### config.mk
export PLATFORM = sky130hd
export DESIGN_NAME = dual_gpio_port
export DESIGN_NICKNAME = d
export VERILOG_FILES = /design/src/design/dual_gpio_port.v
export VERILOG_INCLUDE_DIRS = /design/src /design/src/design
export SDC_FILE = /design/constraint.sdc
export NUM_CORES = 1
export LEC_CHECK = 0
export BUFFER_PORTS_ARGS = -buffer_cell sky130_fd_sc_hd__clkbuf_2
export CORE_ASPECT_RATIO = 0.9
export CORE_UTILIZATION = 30
export DETAILED_ROUTE_END_ITERATION = 8
export GPL_ROUTABILITY_DRIVEN = 0
export PLACE_DENSITY_LB_ADDON = 0.15
export RECOVER_POWER = 25
export SYNTH_ARGS = -nofsm -noshare
export SYNTH_HDL_FRONTEND = slang
export SYNTH_SLANG_ARGS = --single-unit
### constraint.sdc
create_clock -name sys_clk -period 3.7 [get_ports sys_clk]
set_input_delay 0.185 -clock sys_clk [delete_from_list [all_inputs] [get_ports sys_clk]]
set_output_delay 0.185 -clock sys_clk [all_outputs]
set_load 0.02 [all_outputs]
### src/design/gpio_port_regs.vh
// register map, field positions and reset values of the dual gpio port
// What this block does
// direction bit 1 makes pin input, high impedance; 0 drives latch value
// output latch is addressable; reads return the latch, not pins
// port register read gives pin levels; write updates output latch
// active-low bit 7 of edge/pullup control enables all first-port pull-ups
// pull-up of a first-port pin is off while that pin is output; gated by direction bit and prog_on, so first pin 3 driven by capture2 keeps it on
// power-on reset leaves all first-port pull-ups disabled
// low five pins reset analog, reading zero, when analog default set
// change detect watches only upper four first-port pins set as inputs
// monitored inputs compared with last-read latch; ORed mismatch sets bit 0
// port change interrupt raises a wake request out of sleep or idle
// mismatch keeps setting the flag; a port read reloads compare latch
// any port read or write ends mismatch, except register-to-register move
// software should not poll the first port while change detect is used
// capture2 pin select 0 routes channel to first pin 3, 1 to second pin 1
// analog enabled low pins block digital input but not digital output
// enabled peripheral outputs take priority over latch data on shared pins
// programming enable makes upper three pins entry, clock and data only
// peripherals override second-port direction; direction reads stored value
// power-on reset makes every second-port pin a digital input
// timer oscillator enable turns second pins 0,1 into oscillator pins
// first pins 0..2 feed external interrupts, pin 0 also the pwm fault
// pin inputs pass a two-stage synchroniser before reads or comparison
`ifndef GPIO_PORT_REGS_VH
`define GPIO_PORT_REGS_VH

// ----------------------------------------
// word offsets (avs_address[5:2])
// ----------------------------------------
`define OFS_FIRST_PINS      4'h0
`define OFS_FIRST_LATCH     4'h1
`define OFS_FIRST_DIR       4'h2
`define OFS_SECOND_PINS     4'h3
`define OFS_SECOND_LATCH    4'h4
`define OFS_SECOND_DIR      4'h5
`define OFS_INTCTL_MAIN     4'h6
`define OFS_INTCTL_EDGE     4'h7
`define OFS_INTCTL_EXT      4'h8
`define OFS_ANALOG_CFG      4'h9

// ----------------------------------------
// fields and reset values
// ----------------------------------------
`define BIT_CHANGE_FLAG     0
`define BIT_CHANGE_IE       3
`define BIT_PULLUP_DIS_N    7
`define RST_DIR             8'hff
`define RST_LATCH           8'h00
`define RST_INTCTL_MAIN     8'h00
`define RST_INTCTL_EDGE     8'h80
`define RST_INTCTL_EXT      8'h00
`define ANALOG_ALL_LOW      4'h0
`define ANALOG_NONE         4'hf
`define ANALOG_MASK         8'h1f
`define CHANGE_MASK         8'hf0

`endif

### src/design/dual_gpio_port.v
// dual 8-bit gpio port with change detect behind an avalon-mm slave
`timescale 1ns/10ps
`default_nettype none
`include "gpio_port_regs.vh"

module dual_gpio_port (
  input  wire        sys_clk,
  input  wire        arst_n,
  input  wire [5:0]  avs_address,
  input  wire        avs_read,
  input  wire        avs_write,
  input  wire [31:0] avs_writedata,
  input  wire        avs_reg_to_reg_move,
  output reg  [31:0] avs_readdata,
  output reg         avs_waitrequest,
  input  wire        analog_default_cfg,
  input  wire        capture2_pin_select,
  input  wire        single_supply_prog_cfg,
  input  wire        incircuit_debug,
  input  wire [7:0]  first_pin_in,
  output reg  [7:0]  first_pin_out,
  output reg  [7:0]  first_pin_oe,
  output reg  [7:0]  first_pullup_en,
  input  wire [7:0]  second_pin_in,
  output reg  [7:0]  second_pin_out,
  output reg  [7:0]  second_pin_oe,
  input  wire        capture_compare_two_out,
  input  wire        capture_compare_two_out_en,
  input  wire        capture_compare_one_out,
  input  wire        capture_compare_one_out_en,
  input  wire        sck_out,
  input  wire        sck_out_en,
  input  wire        lowfreq_osc_en,
  input  wire [7:0]  second_dir_force_en,
  input  wire [7:0]  second_dir_force_in,
  input  wire        prog_data_out,
  input  wire        prog_data_oe,
  output reg         prog_entry_pin,
  output reg         prog_clock_pin,
  output reg         prog_data_in,
  output reg  [2:0]  ext_irq,
  output reg         pwm_fault_in,
  output reg         capture2_in,
  output reg         timer_count_in,
  output reg         port_change_irq,
  output reg         wake_request
);

  // ----------------------------------------
  // state
  // ----------------------------------------
  reg [7:0] first_latch_q;
  reg [7:0] first_dir_q;
  reg [7:0] second_latch_q;
  reg [7:0] second_dir_q;
  reg [7:0] intctl_main_q;
  reg [7:0] intctl_edge_q;
  reg [7:0] intctl_ext_q;
  reg [3:0] analog_pcfg_q;
  reg       strap_done_q;
  reg [7:0] first_s1_q;
  reg [7:0] first_s2_q;
  reg [7:0] second_s1_q;
  reg [7:0] second_s2_q;
  reg [3:0] compare_q;
  reg       access_q;

  wire [3:0] reg_ofs = avs_address[5:2];
  wire       wr_go   = avs_write & access_q;
  wire       rd_go   = avs_read & access_q;
  wire       prog_on = single_supply_prog_cfg | incircuit_debug;

  // analog select: pcfg value 0 means all five low pins analog, any other value none
  function [7:0] analog_mask;
    input [3:0] pcfg;
    begin
      analog_mask = (pcfg == `ANALOG_ALL_LOW) ? `ANALOG_MASK : 8'h00;
    end
  endfunction

  // ----------------------------------------
  // pin sampling
  // ----------------------------------------
  always @(posedge sys_clk or negedge arst_n) begin
    if (!arst_n) begin
      first_s1_q  <= 8'h00;
      first_s2_q  <= 8'h00;
      second_s1_q <= 8'h00;
      second_s2_q <= 8'h00;
    end else begin
      first_s1_q  <= first_pin_in;
      first_s2_q  <= first_s1_q;
      second_s1_q <= second_pin_in;
      second_s2_q <= second_s1_q;
    end
  end

  // digital view of pins
  wire [7:0] amask = analog_mask(analog_pcfg_q);
  wire [7:0] first_dig = first_s2_q & ~amask & ~(prog_on ? 8'he0 : 8'h00);
  wire [7:0] second_dig = second_s2_q & ~(lowfreq_osc_en ? 8'h03 : 8'h00);

  // ----------------------------------------
  // change detection
  // ----------------------------------------
  wire [3:0] watch = first_dir_q[7:4] & {~prog_on, ~prog_on, ~prog_on, 1'b1};
  wire       mismatch = |((first_dig[7:4] ^ compare_q) & watch);
  wire       first_pins_hit = (rd_go | wr_go) & (reg_ofs == `OFS_FIRST_PINS);
  wire       reload = first_pins_hit & ~avs_reg_to_reg_move;
  wire       sw_clr_flag = wr_go & (reg_ofs == `OFS_INTCTL_MAIN)
                           & ~avs_writedata[`BIT_CHANGE_FLAG];

  // ----------------------------------------
  // bus slave and registers
  // ----------------------------------------
  reg [7:0] rd_byte;
  always @* begin
    case (reg_ofs)
      `OFS_FIRST_PINS:   rd_byte = first_dig;
      `OFS_FIRST_LATCH:  rd_byte = first_latch_q;
      `OFS_FIRST_DIR:    rd_byte = first_dir_q;
      `OFS_SECOND_PINS:  rd_byte = second_dig;
      `OFS_SECOND_LATCH: rd_byte = second_latch_q;
      `OFS_SECOND_DIR:   rd_byte = second_dir_q;
      `OFS_INTCTL_MAIN:  rd_byte = intctl_main_q;
      `OFS_INTCTL_EDGE:  rd_byte = intctl_edge_q;
      `OFS_INTCTL_EXT:   rd_byte = intctl_ext_q;
      `OFS_ANALOG_CFG:   rd_byte = {4'h0, analog_pcfg_q};
      default:           rd_byte = 8'h00;
    endcase
  end

  always @(posedge sys_clk or negedge arst_n) begin
    if (!arst_n) begin
      access_q        <= 1'b0;
      avs_waitrequest <= 1'b1;
      avs_readdata    <= 32'h00000000;
    end else begin
      access_q        <= (avs_read | avs_write) & ~access_q;
      avs_waitrequest <= ~((avs_read | avs_write) & ~access_q);
      if (avs_read & ~access_q)
        avs_readdata <= {24'h000000, rd_byte};
    end
  end

  always @(posedge sys_clk or negedge arst_n) begin
    if (!arst_n) begin
      first_latch_q  <= `RST_LATCH;
      first_dir_q    <= `RST_DIR;
      second_latch_q <= `RST_LATCH;
      second_dir_q   <= `RST_DIR;
      intctl_main_q  <= `RST_INTCTL_MAIN;
      intctl_edge_q  <= `RST_INTCTL_EDGE;
      intctl_ext_q   <= `RST_INTCTL_EXT;
      analog_pcfg_q  <= `ANALOG_NONE;
      strap_done_q   <= 1'b0;
      compare_q      <= 4'h0;
    end else begin
      strap_done_q <= 1'b1;
      if (!strap_done_q)
        analog_pcfg_q <= analog_default_cfg ? `ANALOG_ALL_LOW : `ANALOG_NONE;
      else if (wr_go && reg_ofs == `OFS_ANALOG_CFG)
        analog_pcfg_q <= avs_writedata[3:0];
      if (wr_go && (reg_ofs == `OFS_FIRST_PINS || reg_ofs == `OFS_FIRST_LATCH))
        first_latch_q <= avs_writedata[7:0];
      if (wr_go && reg_ofs == `OFS_FIRST_DIR)
        first_dir_q <= avs_writedata[7:0];
      if (wr_go && (reg_ofs == `OFS_SECOND_PINS || reg_ofs == `OFS_SECOND_LATCH))
        second_latch_q <= avs_writedata[7:0];
      if (wr_go && reg_ofs == `OFS_SECOND_DIR)
        second_dir_q <= avs_writedata[7:0];
      if (wr_go && reg_ofs == `OFS_INTCTL_EDGE)
        intctl_edge_q <= avs_writedata[7:0];
      if (wr_go && reg_ofs == `OFS_INTCTL_EXT)
        intctl_ext_q <= avs_writedata[7:0];
      if (wr_go && reg_ofs == `OFS_INTCTL_MAIN)
        intctl_main_q[7:1] <= avs_writedata[7:1];
      if (reload)
        compare_q <= first_dig[7:4];
      if (mismatch)
        intctl_main_q[`BIT_CHANGE_FLAG] <= 1'b1;
      else if (sw_clr_flag)
        intctl_main_q[`BIT_CHANGE_FLAG] <= 1'b0;
    end
  end

  // ----------------------------------------
  // pin drive and peripheral routing
  // ----------------------------------------
  reg [7:0] f_out_d;
  reg [7:0] f_oe_d;
  reg [7:0] s_out_d;
  reg [7:0] s_oe_d;
  reg [7:0] s_dir_eff;
  always @* begin
    f_out_d = first_latch_q;
    f_oe_d  = ~first_dir_q;
    if (!capture2_pin_select && capture_compare_two_out_en) begin
      f_out_d[3] = capture_compare_two_out;
      f_oe_d[3]  = 1'b1;
    end
    if (prog_on) begin
      f_oe_d[6:5]  = 2'b00;
      f_oe_d[7]    = prog_data_oe;
      f_out_d[7]   = prog_data_out;
      f_out_d[6:5] = 2'b00;
    end
    s_dir_eff = (second_dir_q & ~second_dir_force_en)
                | (second_dir_force_in & second_dir_force_en);
    s_out_d = second_latch_q;
    s_oe_d  = ~s_dir_eff;
    if (capture2_pin_select && capture_compare_two_out_en) begin
      s_out_d[1] = capture_compare_two_out;
      s_oe_d[1]  = 1'b1;
    end
    if (capture_compare_one_out_en) begin
      s_out_d[2] = capture_compare_one_out;
      s_oe_d[2]  = 1'b1;
    end
    if (sck_out_en) begin
      s_out_d[3] = sck_out;
      s_oe_d[3]  = 1'b1;
    end
    if (lowfreq_osc_en) begin
      s_oe_d[1:0]  = 2'b00;
      s_out_d[1:0] = 2'b00;
    end
  end

  always @(posedge sys_clk or negedge arst_n) begin
    if (!arst_n) begin
      first_pin_out   <= 8'h00;
      first_pin_oe    <= 8'h00;
      first_pullup_en <= 8'h00;
      second_pin_out  <= 8'h00;
      second_pin_oe   <= 8'h00;
      prog_entry_pin  <= 1'b0;
      prog_clock_pin  <= 1'b0;
      prog_data_in    <= 1'b0;
      ext_irq         <= 3'b000;
      pwm_fault_in    <= 1'b0;
      capture2_in     <= 1'b0;
      timer_count_in  <= 1'b0;
      port_change_irq <= 1'b0;
      wake_request    <= 1'b0;
    end else begin
      first_pin_out   <= f_out_d;
      first_pin_oe    <= f_oe_d;
      first_pullup_en <= (intctl_edge_q[`BIT_PULLUP_DIS_N] ? 8'h00 : 8'hff)
                         & first_dir_q & ~(prog_on ? 8'he0 : 8'h00);
      second_pin_out  <= s_out_d;
      second_pin_oe   <= s_oe_d;
      prog_entry_pin  <= prog_on & first_s2_q[5];
      prog_clock_pin  <= prog_on & first_s2_q[6];
      prog_data_in    <= prog_on & first_s2_q[7];
      ext_irq         <= first_dig[2:0] & first_dir_q[2:0];
      pwm_fault_in    <= first_dig[0] & first_dir_q[0];
      capture2_in     <= capture2_pin_select ? second_dig[1] : first_dig[3];
      timer_count_in  <= second_dig[0];
      port_change_irq <= intctl_main_q[`BIT_CHANGE_FLAG]
                         & intctl_main_q[`BIT_CHANGE_IE];
      wake_request    <= intctl_main_q[`BIT_CHANGE_FLAG]
                         & intctl_main_q[`BIT_CHANGE_IE];
    end
  end

endmodule
`default_nettype wire

# After elaboration in Yosys (flattened, before gate mapping)

Cells that the tools add are included.

Flip-flop bits (word level): 157
Input port bits: 88
Output and inout bits: 84
Word-level logic and storage cells: 120

Eq/ne operators: 10
Muxes and demuxes: 23
Bitwise gates (word level): 39
Reductions and logical operators: 17

Operators with widths:

| operator                                             | count |
|---|---|
| one-hot mux 8 bit (10 select lines)                  | 1 |
| bitwise AND 8 bit                                    | 7 |
| inverter 8 bit                                       | 4 |
| equality test 4 x 3 -> 1 bit (second input constant) | 4 |
| two-way mux 8 bit                                    | 2 |
| bitwise AND 1 bit                                    | 13 |
| two-way mux 4 bit                                    | 3 |
| two-way mux 1 bit                                    | 11 |
| logical AND 1 bit                                    | 10 |
| bitwise AND 4 bit                                    | 2 |
| equality test 4 x 2 -> 1 bit (second input constant) | 2 |
| equality test 4 bit (second input constant)          | 2 |
| logical NOT 4 bit                                    | 2 |
| inverter 2 -> 8 bit                                  | 1 |
| inverter 5 -> 8 bit                                  | 1 |
| bitwise OR 8 bit                                     | 1 |
| two-way mux 2 bit                                    | 3 |
| two-way mux 3 bit                                    | 2 |
| two-way mux 5 bit                                    | 1 |
| inverter 1 bit                                       | 5 |
| equality test 4 x 1 -> 1 bit (second input constant) | 1 |
| OR reduction 4 bit                                   | 1 |
| bitwise XOR 4 bit                                    | 1 |
| bitwise AND 3 bit                                    | 1 |
| 5 further kinds                                      | 8 |

# Depth between registers and ports, before layout

Gate-level depths: netlist of run 1.

Word-level depth: 9
Depth in mapped cells: 7

# Least setup slack after synthesis of run 1

No wires, ideal clock.

Path kind: reg-to-reg
Start point: reg analog_pcfg_q[0]
End point: reg avs_readdata[0]
Library setup time: 0.133 ns
Data arrival time: 1.546 ns
Setup slack: 2.021 ns
Cell stages (with the launch flop): 6
Buffers on the path: 1
Clock period less this slack: 1.679 ns
Path through: dfstp_2 -> or4_1 -> clkbuf_2 -> and3_4 -> a2111oi_2 -> a21oi_1

Word-level cells in the longest chain between the ends: 6

Ends and longest elaborated chain:

| element                                 | RTL line             | source |
|---|---|---|
| from (decl)                             | dual_gpio_port.v:59  | `reg [3:0] analog_pcfg_q;` |
| from (signal assigned)                  | dual_gpio_port.v:155 | `` analog_pcfg_q <= `ANALOG_NONE; `` |
| from (signal assigned)                  | dual_gpio_port.v:161 | `` analog_pcfg_q <= analog_default_cfg ? `ANALOG_ALL_LOW : `ANALOG_NONE; `` |
| from (signal assigned)                  | dual_gpio_port.v:163 | `analog_pcfg_q <= avs_writedata[3:0];` |
| logical NOT 4 bit (no line)             | -                    |  |
| two-way mux 5 bit                       | dual_gpio_port.v:77  | `` analog_mask = (pcfg == `ANALOG_ALL_LOW) ? `ANALOG_MASK : 8'h00; `` |
| inverter 5 -> 8 bit                     | dual_gpio_port.v:100 | `wire [7:0] first_dig = first_s2_q & ~amask & ~(prog_on ? 8'he0 : 8'h00);` |
| bitwise AND 8 bit (2 in series)         | dual_gpio_port.v:100 |  |
| one-hot mux 8 bit (10 select lines) (*) | dual_gpio_port.v:118 | `case (reg_ofs)` |
| to (signal assigned)                    | dual_gpio_port.v:142 | `avs_readdata <= {24'h000000, rd_byte};` |
| to (decl)                               | dual_gpio_port.v:14  | `output reg [31:0] avs_readdata,` |

Mark *: on every way between the ends. The rest lies on a longest branch, timed or not.
A chain may end at the register's enable or synchronous reset.

# Worst setup path after layout of run 1

Start point: reg access_q
End point: reg intctl_edge_q[6]

Word-level cells in the longest chain between the ends: 2

Ends and longest elaborated chain:

| element                     | RTL line             | source |
|---|---|---|
| from (decl)                 | dual_gpio_port.v:66  | `reg access_q;` |
| from (signal assigned)      | dual_gpio_port.v:139 | `access_q <= (avs_read \| avs_write) & ~access_q;` |
| bitwise AND 1 bit           | dual_gpio_port.v:69  | `wire wr_go = avs_write & access_q;` |
| logical AND 1 bit (no line) | -                    |  |
| to (signal assigned)        | dual_gpio_port.v:153 | `` intctl_edge_q <= `RST_INTCTL_EDGE; `` |
| to (signal assigned)        | dual_gpio_port.v:173 | `intctl_edge_q <= avs_writedata[7:0];` |
| to (decl)                   | dual_gpio_port.v:57  | `reg [7:0] intctl_edge_q;` |

Every way passes these cells.

==> results.json, run 1 <==
{
  "critical_path_cell_list": "nand2_1 > nor3_2 > mux2_2",
  "final_cell_area_sq_um": 8080,
  "detailedRoute.firstPassIterationCount": 6,
  "synth.cell_area_sq_um": 6370,
  "syn_avg_cell_area_sq_um": 13.2,
  "avgViaCountPerCell": 4.56,
  "min-delay-path-class": "in -> reg",
  "hold_path_end": "capture2_in",
  "clkSlewWorstSetupHoldPaths_ns": 0.06,
  "reg2reg_slack_ns": 1.61,
  "slew_violations": 0,
  "fin_worst_hold_slack_ns": 0.0139,
  "power.density_cell_area_nw_per_um2": 597,
  "ff2ff_path_depth": 3,
  "synth_enable_flop_cells": 0,
  "cts_sinks": 156,
  "cts_made_buffers": 17,
  "dp.final_hpwl_um": 11500,
  "insertion_delay_ns": 0.42,
  "netlist.area_leader.share_pct": 52.7,
  "final-setup-viol-count": 0,
  "cts_root_buf": "sky130_fd_sc_hd__clkbuf_16",
  "max_freq_mhz": 479,
  "dr_total_vias": 4302,
  "final-hold-violation-count": 0,
  "final_min_period_over_clock_period_pct": 56.4,
  "grt_first_pass_wirelength_um": 26000,
  "outcome": "finished clean",
  "synth_cell_type_count": 56,
  "core_sq_um": 20800,
  "cp-end-kind": "register",
  "min_period_ns": 2.09,
  "ys_seq_area_share_pct": 61.7,
  "holdBufCountCts": 34,
  "global_route_congestion_overflow_total": 0,
  "antenna_found_initial": 0,
  "slowest_delay_ns": 0.81,
  "synth-warning-count": 0,
  "number_of_fill_cells_in_the_layout": 2058,
  "library_cell_with_the_largest_summed_area_after_synthesis": "sky130_fd_sc_hd__dfrtp_1",
  "cts_post_setup_buffers_inserted": 0,
  "hold_path.startpoint": "capture2_pin_select",
  "relSlewSlack_pct": 33.9,
  "static-leakage-power_nw": 3.63,
  "crit_path_max_fanout": 8,
  "grt_start_max_net_pins": 99,
  "vdd_ir_drop_max_mv": 0.293,
  "htreeDepth": 4,
  "die_y_um": 140,
  "crit-reg2reg-capture": "intctl_edge_q[6]",
  "placement.cell_area_sq_um": 7140,
  "final_util_pct": 38.8,
  "timing.critical_path.slowest_stage_cell": "sky130_fd_sc_hd__nor3_2",
  "die_width_um": 156,
  "wl_um": 16600,
  "final_antenna_net_count": 0,
  "r2r-start": "access_q",
  "drcViolationCount": 0,
  "regArea_sq_um": 3930,
  "first_global_vias": 4409,
  "ys_async_rst_share_pct": 100,
  "setup.worst_path.class": "reg -> reg",
  "track_usage_pct": 16.1,
  "fp.dieArea_sq_um": 21800,
  "cp_data_required_time_ns": 4.00,
  "finalClockSkew_ns": 0.00676,
  "io_buffer_count": 121,
  "yosys_register_bits": 156,
  "synthesis.instances": 484,
  "cts_resized": 0,
  "drive_above_1_share_pct": 36.0,
  "final.setup.tns_ns": 0,
  "clock_tree_from_tritoncts": "yes",
  "routed_wire_length_per_instance_um": 17.6,
  "timing.critical_path.arrival_ns": 2.39,
  "cts_buffer_depth": 2,
  "rows": 50,
  "syn2layout_area_growth_pct": 26.9,
  "cap_violations": 0,
  "timing.hold.worst_path_depth": 2,
  "initial_core_util_pct": 30.6,
  "dominant_register_cell_in_the_synthesized_netlist": "sky130_fd_sc_hd__dfrtp_1",
  "nets": 731,
  "initialDrtViolationCount": 244,
  "rsz0062_at_grt": "false",
  "floorplan.io_pins": 172,
  "multi_input_area_sq_um": 2150,
  "power.total_mw": 4.83,
  "worstSetupStartpointType": "register",
  "worstMarginPinSlew_ns": 0.984,
  "synth_top_cells_by_area": "sky130_fd_sc_hd__dfrtp_1 53%, sky130_fd_sc_hd__mux2_2 10%, sky130_fd_sc_hd__dfstp_2 9.1%"
}
-- worst max-delay path: cells and delay by family (launching register included) --
family | cells | cell delay [ns]
simple gates | 2 | 1.14
flops | 1 | 0.41
mux | 1 | 0.41
-- layer usage --
layer | vias up | routed length (um) | global-route usage [%] | share of wire [%]
met1 | 2172 | 7530 | 22.0 | 45
met5 | - | 0 | 0 | 0
met3 | 14 | 842 | 3.59 | 5.1
met2 | 140 | 7960 | 25.1 | 48
li1 | 1976 | - | - | -
met4 | 0 | 241 | 5.47 | 1.5
-- layout by cell type (no fill, tap or decap), drive strengths merged, types with 11 or more instances in the layout --
cell	count
dfrtp	134
o21ai	20
dfstp	22
nor2b	12
nand3	18
mux2	59
mux2i	17
clkbuf	141
nand2	29
nor2	15
dlygate4sd3	34
a21oi	16
conb	25
inv	11
-- Yosys cell counts, drive strengths merged (3+ instances only) --
library cell  instances
nand2                29
xor2                  3
a21oi                16
inv                  11
and3                  4
o21ai                20
nor3b                 3
nor2b                12
nand2b                9
nand3                18
clkbuf                8
and2                  9
nor3                  7
mux2                 59
buf                  36
a32oi                 5
nor2                 15
dfrtp               134
nor4                  3
a221oi                3
a22oi                 8
a211oi                3
dfstp                22
or2                   4
mux2i                17
-- worst max-delay path by stage --
stage,depth (start not counted),endpoint,slack [ns],startpoint
finish,3,intctl_edge_q[6],1.61,access_q
global route,3,first_dir_q[5],1.45,access_q
CTS,3,intctl_edge_q[6],1.58,access_q
detailed placement,5,intctl_edge_q[6],1.20,avs_address[4]
global placement,5,intctl_edge_q[6],1.23,avs_address[4]
floorplan,5,avs_readdata[0],2.02,analog_pcfg_q[0]
-- through the flow --
stage,setup slack (ns),std cells
after global routing,1.45,942
after global placement,1.23,876
after floorplan,2.02,507
final,1.61,943
after detailed placement,1.20,876
after CTS,1.58,942
-- kinds of logic after synthesis --
family,synth area share (%)
buf+inv,5.93
xor+xnor,0.550
mux,13.5
flops,61.7
simple gates,11.0
compound gates,7.23
other cells,0.118
-- power by group --
| group | internal [mW] | switching [mW] | total (mW) | leakage, nW |
|---|---|---|---|---|
| sequential | 2.02 | 0.186 | 2.21 | 1.86 |
| combinational | 0.336 | 0.455 | 0.791 | 1.48 |
| clock | 1.13 | 0.696 | 1.82 | 0.283 |
-- cell type report --
type                            instances  share of cell area, %
Antenna cell                            1                 0.0310
Inverter                               11                  0.511
Clock buffer                           21                   5.45
Sequential cell                       156                   48.6
Multi-Input combinational cell        296                   26.6
Tap cell                              286                   4.43
Timing Repair Buffer                  161                   12.2
Clock inverter                         11                   2.09
(Power assumes the default switching activity.)
==> run 2, diff against run 1 <==
==> constraint.sdc (replaced) <==
create_clock -name sys_clk -period 1.81 [get_ports sys_clk]
set_input_delay 0.0905 -clock sys_clk [delete_from_list [all_inputs] [get_ports sys_clk]]
set_output_delay 0.0905 -clock sys_clk [all_outputs]
set_load 0.02 [all_outputs]
==> run 2 against run 1 <==
Against the previous run:
- sequential cell count is the same
- worst setup slack lost 1.5 ns
- combinational power grew 110%
- worst hold slack gained 0.0075 ns
- wire length grew 1.5%
- first-iteration DRC count shrank 21%
- power grew 100%
- via count grew 3.5%
- largest cell class unchanged
- non-clock buffer count grew 50
- sequential share of layout area shrank 2.4 points
- critical path type is now in -> reg
==> results.json, run 2 (same netlist as run 1, synthesis figures left out) <==
{
  "routed_wire_length_per_instance_um": 17.0,
  "timing.hold.worst_path_depth": 2,
  "layout_commonest_cell": "sky130_fd_sc_hd__dfrtp_1",
  "floorplan.io_pins": 172,
  "drcViolationCount": 0,
  "worstSetupStartpointType": "input port",
  "initial_core_util_pct": 30.6,
  "global_route.usage.met2_pct": 24.9,
  "cts_root_buf": "sky130_fd_sc_hd__clkbuf_16",
  "timing.critical_path.slowest_stage_cell": "sky130_fd_sc_hd__dlygate4sd3_1",
  "power.density_cell_area_nw_per_um2": 1160,
  "final_cell_mix": "134 x sky130_fd_sc_hd__dfrtp_1, 120 x sky130_fd_sc_hd__clkbuf_2, 59 x sky130_fd_sc_hd__mux2_2, 45 x sky130_fd_sc_hd__dlygate4sd3_1, 43 x sky130_fd_sc_hd__buf_4",
  "global_route.peak_usage_layer": "met2",
  "r2r-start": "analog_pcfg_q[0]",
  "avgViaCountPerCell": 4.49,
  "grt_start_max_net_pins": 52,
  "globalRouteMet3Util_pct": 4.36,
  "hold_path.startpoint": "avs_writedata[6]",
  "outcome": "finished clean",
  "grt_first_pass_wirelength_um": 26500,
  "static-leakage-power_nw": 3.89,
  "die_width_um": 156,
  "slew_violations": 0,
  "final_antenna_net_count": 0,
  "ff2ff_path_depth": 4,
  "nets": 781,
  "min_period_ns": 1.72,
  "final-hold-violation-count": 0,
  "cp-end-kind": "register",
  "setup.worst_path.class": "in -> reg",
  "cap_violations": 0,
  "rsz0062_at_grt": "false",
  "critical_path_cell_list": "dlygate4sd3_1 > clkbuf_2 > nand3_1 > dlygate4sd3_1 > a21oi_1 > dlygate4sd3_1",
  "drive_above_1_share_pct": 41.8,
  "cts_made_buffers": 17,
  "max_freq_mhz": 581,
  "clkSlewWorstSetupHoldPaths_ns": 0.06,
  "finalClockSkew_ns": 0.0174,
  "relSlewSlack_pct": 11.6,
  "crit-reg2reg-capture": "avs_readdata[2]",
  "fp.dieArea_sq_um": 21800,
  "min-delay-path-class": "in -> reg",
  "clock_tree_from_tritoncts": "yes",
  "htreeDepth": 4,
  "reg2reg_slack_ns": 0.11,
  "cell_count_after_placement": 915,
  "finalNonFillerCells": 991,
  "cp_data_required_time_ns": 2.17,
  "final-setup-viol-count": 0,
  "timing.critical_path.arrival_ns": 2.08,
  "global_route_congestion_overflow_total": 0,
  "slowest_delay_ns": 0.57,
  "vdd_ir_drop_max_mv": 0.520,
  "cts_buffer_depth": 2,
  "detailedRoute.firstPassIterationCount": 6,
  "die_y_um": 140,
  "final_min_period_over_clock_period_pct": 95.1,
  "io_buffer_count": 121,
  "final.setup.tns_ns": 0,
  "rows": 50,
  "cts_sinks": 156,
  "initialDrtViolationCount": 193,
  "diodes": 0,
  "met1_usage_pct": 22.5,
  "number_of_fill_cells_in_the_layout": 2019,
  "dr_total_vias": 4454,
  "cts_post_setup_buffers_inserted": 0,
  "track_usage_pct": 16.4,
  "insertion_delay_ns": 0.43,
  "first_global_vias": 4599,
  "syn2layout_area_growth_pct": 33.4,
  "worstMarginPinSlew_ns": 1.33,
  "core_sq_um": 20800,
  "antenna_found_initial": 0,
  "crit_path_max_fanout": 5,
  "critical_path.most_common_cell": "sky130_fd_sc_hd__dlygate4sd3_1",
  "wl_um": 16800,
  "dp.final_hpwl_um": 12500,
  "hold_path_end": "first_latch_q[6]"
}
[run 2: worst max-delay path: cells and delay by family]
family	cells	cell delay, ns
AO/OA/AOI/OAI	1	0.12
buffers and inverters	4	1.81
AND/OR/NAND/NOR	1	0.07
[run 2: worst max-delay path by stage]
stage                        start                 to  slack [ns]
6_report       capture2_pin_select  second_pin_out[1]        0.09
5_1_grt           analog_pcfg_q[0]    avs_readdata[3]       0.006
4_1_cts           analog_pcfg_q[0]    avs_readdata[1]       0.003
3_5_place_dp      analog_pcfg_q[0]    avs_readdata[1]        0.01
3_3_place_gp      analog_pcfg_q[0]    avs_readdata[1]        0.05
2_1_floorplan     analog_pcfg_q[0]    avs_readdata[0]        0.13
[run 2: per-layer routing]
| metal | part of all wire (%) | routed length [um] | vias to the layer above |
|---|---|---|---|
| li1 | - | - | 2084 |
| met1 | 47 | 7980 | 2225 |
| met2 | 47 | 7870 | 131 |
| met3 | 4.5 | 752 | 14 |
| met4 | 1.4 | 231 | 0 |
| met5 | 0 | 0 | - |
[run 2: through the flow]
| stage | setup WS [ns] | hold slack, ns | utilization, % | power, mW | instance area [sq um] |
|---|---|---|---|---|---|
| 2_1_floorplan | 0.131 | -0.205 | - | 5.52 | 6450 |
| 3_3_place_gp | 0.0497 | 0.0665 | 35.8 | 6.22 | 7450 |
| 3_5_place_dp | 0.0109 | 0.0735 | 35.8 | 6.25 | 7450 |
| 4_1_cts | 0.00342 | 0.00243 | 40.8 | 10.0 | 8490 |
| 5_1_grt | 0.00592 | 0.0353 | 40.8 | 10.4 | 8490 |
| 6_report | 0.0893 | 0.0214 | 40.8 | 9.88 | 8490 |
[run 2: area by class of cell]
cell class / instances / area [sq um] / share of cell area, %
inverters: 11 / 41.3 / 0.486
repair buffers: 211 / 1420 / 16.7
well taps: 286 / 358 / 4.21
clock inverters: 10 / 141 / 1.66
flip-flops and latches: 156 / 3930 / 46.3
multi-input cells: 296 / 2150 / 25.4
clock buffers: 21 / 450 / 5.30
[run 2: power breakdown]
group | internal [mW] | switching (mW) | total (mW)
Clock | 2.20 | 1.41 | 3.61
Sequential | 4.16 | 0.403 | 4.56
Combinational | 0.763 | 0.940 | 1.70
[run 2: timing repair]
item / in CTS / in global routing
endpoints found under the hold margin: 116 / 0
gates resized for setup: 0 / 2
hold buffers: 45 / 0
endpoints found under the setup margin: 0 / 5
==> run 3, diff against run 2 <==
--- a/config.mk
+++ b/config.mk
@@ -6,9 +6,9 @@
 export SDC_FILE = /design/constraint.sdc
 export NUM_CORES = 1
 export LEC_CHECK = 0
-export BUFFER_PORTS_ARGS = -buffer_cell sky130_fd_sc_hd__clkbuf_2
+export BUFFER_PORTS_ARGS = -buffer_cell sky130_fd_sc_hd__buf_2
 export CORE_ASPECT_RATIO = 0.9
-export CORE_UTILIZATION = 30
+export CORE_UTILIZATION = 47
 export DETAILED_ROUTE_END_ITERATION = 8
 export GPL_ROUTABILITY_DRIVEN = 0
 export PLACE_DENSITY_LB_ADDON = 0.15
==> run 3 against run 2 <==
Against the previous run:
- non-clock buffer count up 3
- sequential power about the same
- wire length down 5.1%
- die area down 36%
- largest power group unchanged
- power up 3.3%
==> results.json, run 3 (same netlist as run 1, synthesis figures left out) <==
{
  "outcome": "finished clean",
  "placement.cell_area_sq_um": 7310,
  "timing.hold.worst_path_depth": 3,
  "final_antenna_net_count": 0,
  "min-delay-path-class": "in -> reg",
  "clock_tree_from_tritoncts": "yes",
  "worstSetupStartpointType": "register",
  "ff2ff_path_depth": 4,
  "final-setup-viol-count": 0,
  "max_freq_mhz": 567,
  "fp.dieArea_sq_um": 14000,
  "cp-end-kind": "register",
  "final_util_pct": 65.2,
  "wl_um": 16000,
  "routed_wire_length_per_instance_um": 18.3,
  "insertion_delay_ns": 0.43,
  "fin_worst_hold_slack_ns": 0.0257,
  "cts_made_buffers": 17,
  "final-hold-violation-count": 0,
  "slew_violations": 0,
  "global_route_congestion_overflow_total": 0,
  "first_global_vias": 4712,
  "vdd_ir_drop_max_mv": 0.804,
  "power.total_mw": 10.2,
  "final_min_period_over_clock_period_pct": 97.5,
  "dr_total_vias": 4551,
  "final_cell_area_sq_um": 8430,
  "clkSlewWorstSetupHoldPaths_ns": 0.06,
  "floorplan.io_pins": 172,
  "avgViaCountPerCell": 5.21,
  "grt_first_pass_wirelength_um": 25500,
  "initialDrtViolationCount": 274,
  "core_sq_um": 12900,
  "rsz0062_at_grt": "false",
  "layout_commonest_cell": "sky130_fd_sc_hd__dfrtp_1",
  "cp_data_required_time_ns": 2.11,
  "drcViolationCount": 0,
  "power.density_cell_area_nw_per_um2": 1210,
  "setup.worst_path.class": "reg -> reg",
  "crit_path_max_fanout": 3,
  "cts_root_buf": "sky130_fd_sc_hd__clkbuf_16",
  "rows": 39,
  "relSlewSlack_pct": 13.1,
  "die_y_um": 112,
  "final.setup.tns_ns": 0,
  "grt_start_max_net_pins": 48,
  "die_width_um": 125,
  "htreeDepth": 4,
  "nets": 784,
  "drive_above_1_share_pct": 41.5,
  "io_buffer_count": 121,
  "syn2layout_area_growth_pct": 32.4,
  "worstMarginPinSlew_ns": 1.30,
  "cap_violations": 0,
  "cts_sinks": 156,
  "antenna_found_initial": 0,
  "final_cell_mix": "134 x sky130_fd_sc_hd__dfrtp_1, 119 x sky130_fd_sc_hd__buf_2, 59 x sky130_fd_sc_hd__mux2_2, 46 x sky130_fd_sc_hd__buf_4, 45 x sky130_fd_sc_hd__dlygate4sd3_1",
  "initial_core_util_pct": 49.2,
  "diodes": 0,
  "detailedRoute.firstPassIterationCount": 5,
  "track_usage_pct": 24.3,
  "timing.critical_path.arrival_ns": 2.06,
  "finalClockSkew_ns": 0.0144,
  "min_period_ns": 1.76,
  "dp.final_hpwl_um": 11100,
  "static-leakage-power_nw": 3.95,
  "cts_buffer_depth": 2
}
[run 3: path summary, 6_finish.rpt]
| kind | endpoint | from | slack, ns |
|---|---|---|---|
| worst max-delay path | avs_readdata[1] | analog_pcfg_q[0] | 0.05 |
| worst min-delay path | second_pin_oe[3] | second_dir_force_in[3] | 0.03 |
| worst max register to register | avs_readdata[1] | analog_pcfg_q[0] | 0.05 |
| worst min register to register | first_s2_q[7] | first_s1_q[7] | 0.34 |
| max in group asynchronous | second_dir_q[6] | arst_n | 0.32 |
| min in group asynchronous | first_pin_out[0] | arst_n | 0.50 |
[run 3: cell type report]
cell class / instances / area, sq um
Sequential cell: 156 / 3930
Clock buffer: 26 / 509
Multi-Input combinational cell: 296 / 2150
Inverter: 11 / 41.3
Tap cell: 164 / 205
Fill cell: 976 / 4500
Clock inverter: 6 / 155
Timing Repair Buffer: 214 / 1440
[run 3: through the flow]
step / worst slack (ns) / std cells
finish: 0.0457 / 873
global route: 0.0107 / 873
CTS: 0.0370 / 872
detailed placement: -0.00796 / 795
global placement: -0.0185 / 795
floorplan: 0.131 / 507
[run 3: per-layer routing]
layer  GRT usage, %  vias to the layer above  share of wire, %
met3           6.43                       24               6.3
met2           35.3                      181                45
met1           35.1                     2265                47
met4           9.48                        0               1.8
li1               -                     2081                 -
met5              0                        -                 0
[run 3: report_power, final]
part | total, mW | switching [mW] | internal [mW]
clock network | 3.97 | 1.34 | 2.63
logic | 1.70 | 0.931 | 0.768
registers | 4.53 | 0.377 | 4.15
total | 10.2 | 2.65 | 7.55
[run 3: what timing repair did]
item                       4_1_cts  5_1_grt
hold endpoints to repair        89        0
hold buffers                    45        0
setup endpoints to repair        0        8
buffers inserted                 0        1
gates resized for setup          0        1
[run 3: critical path, cell delays in order (launching register included)]
cell	delay, ns
sky130_fd_sc_hd__dfstp_2	0.37
sky130_fd_sc_hd__or4_1	0.58
sky130_fd_sc_hd__and3_4	0.20
sky130_fd_sc_hd__a221oi_1	0.34
sky130_fd_sc_hd__a32oi_1	0.15
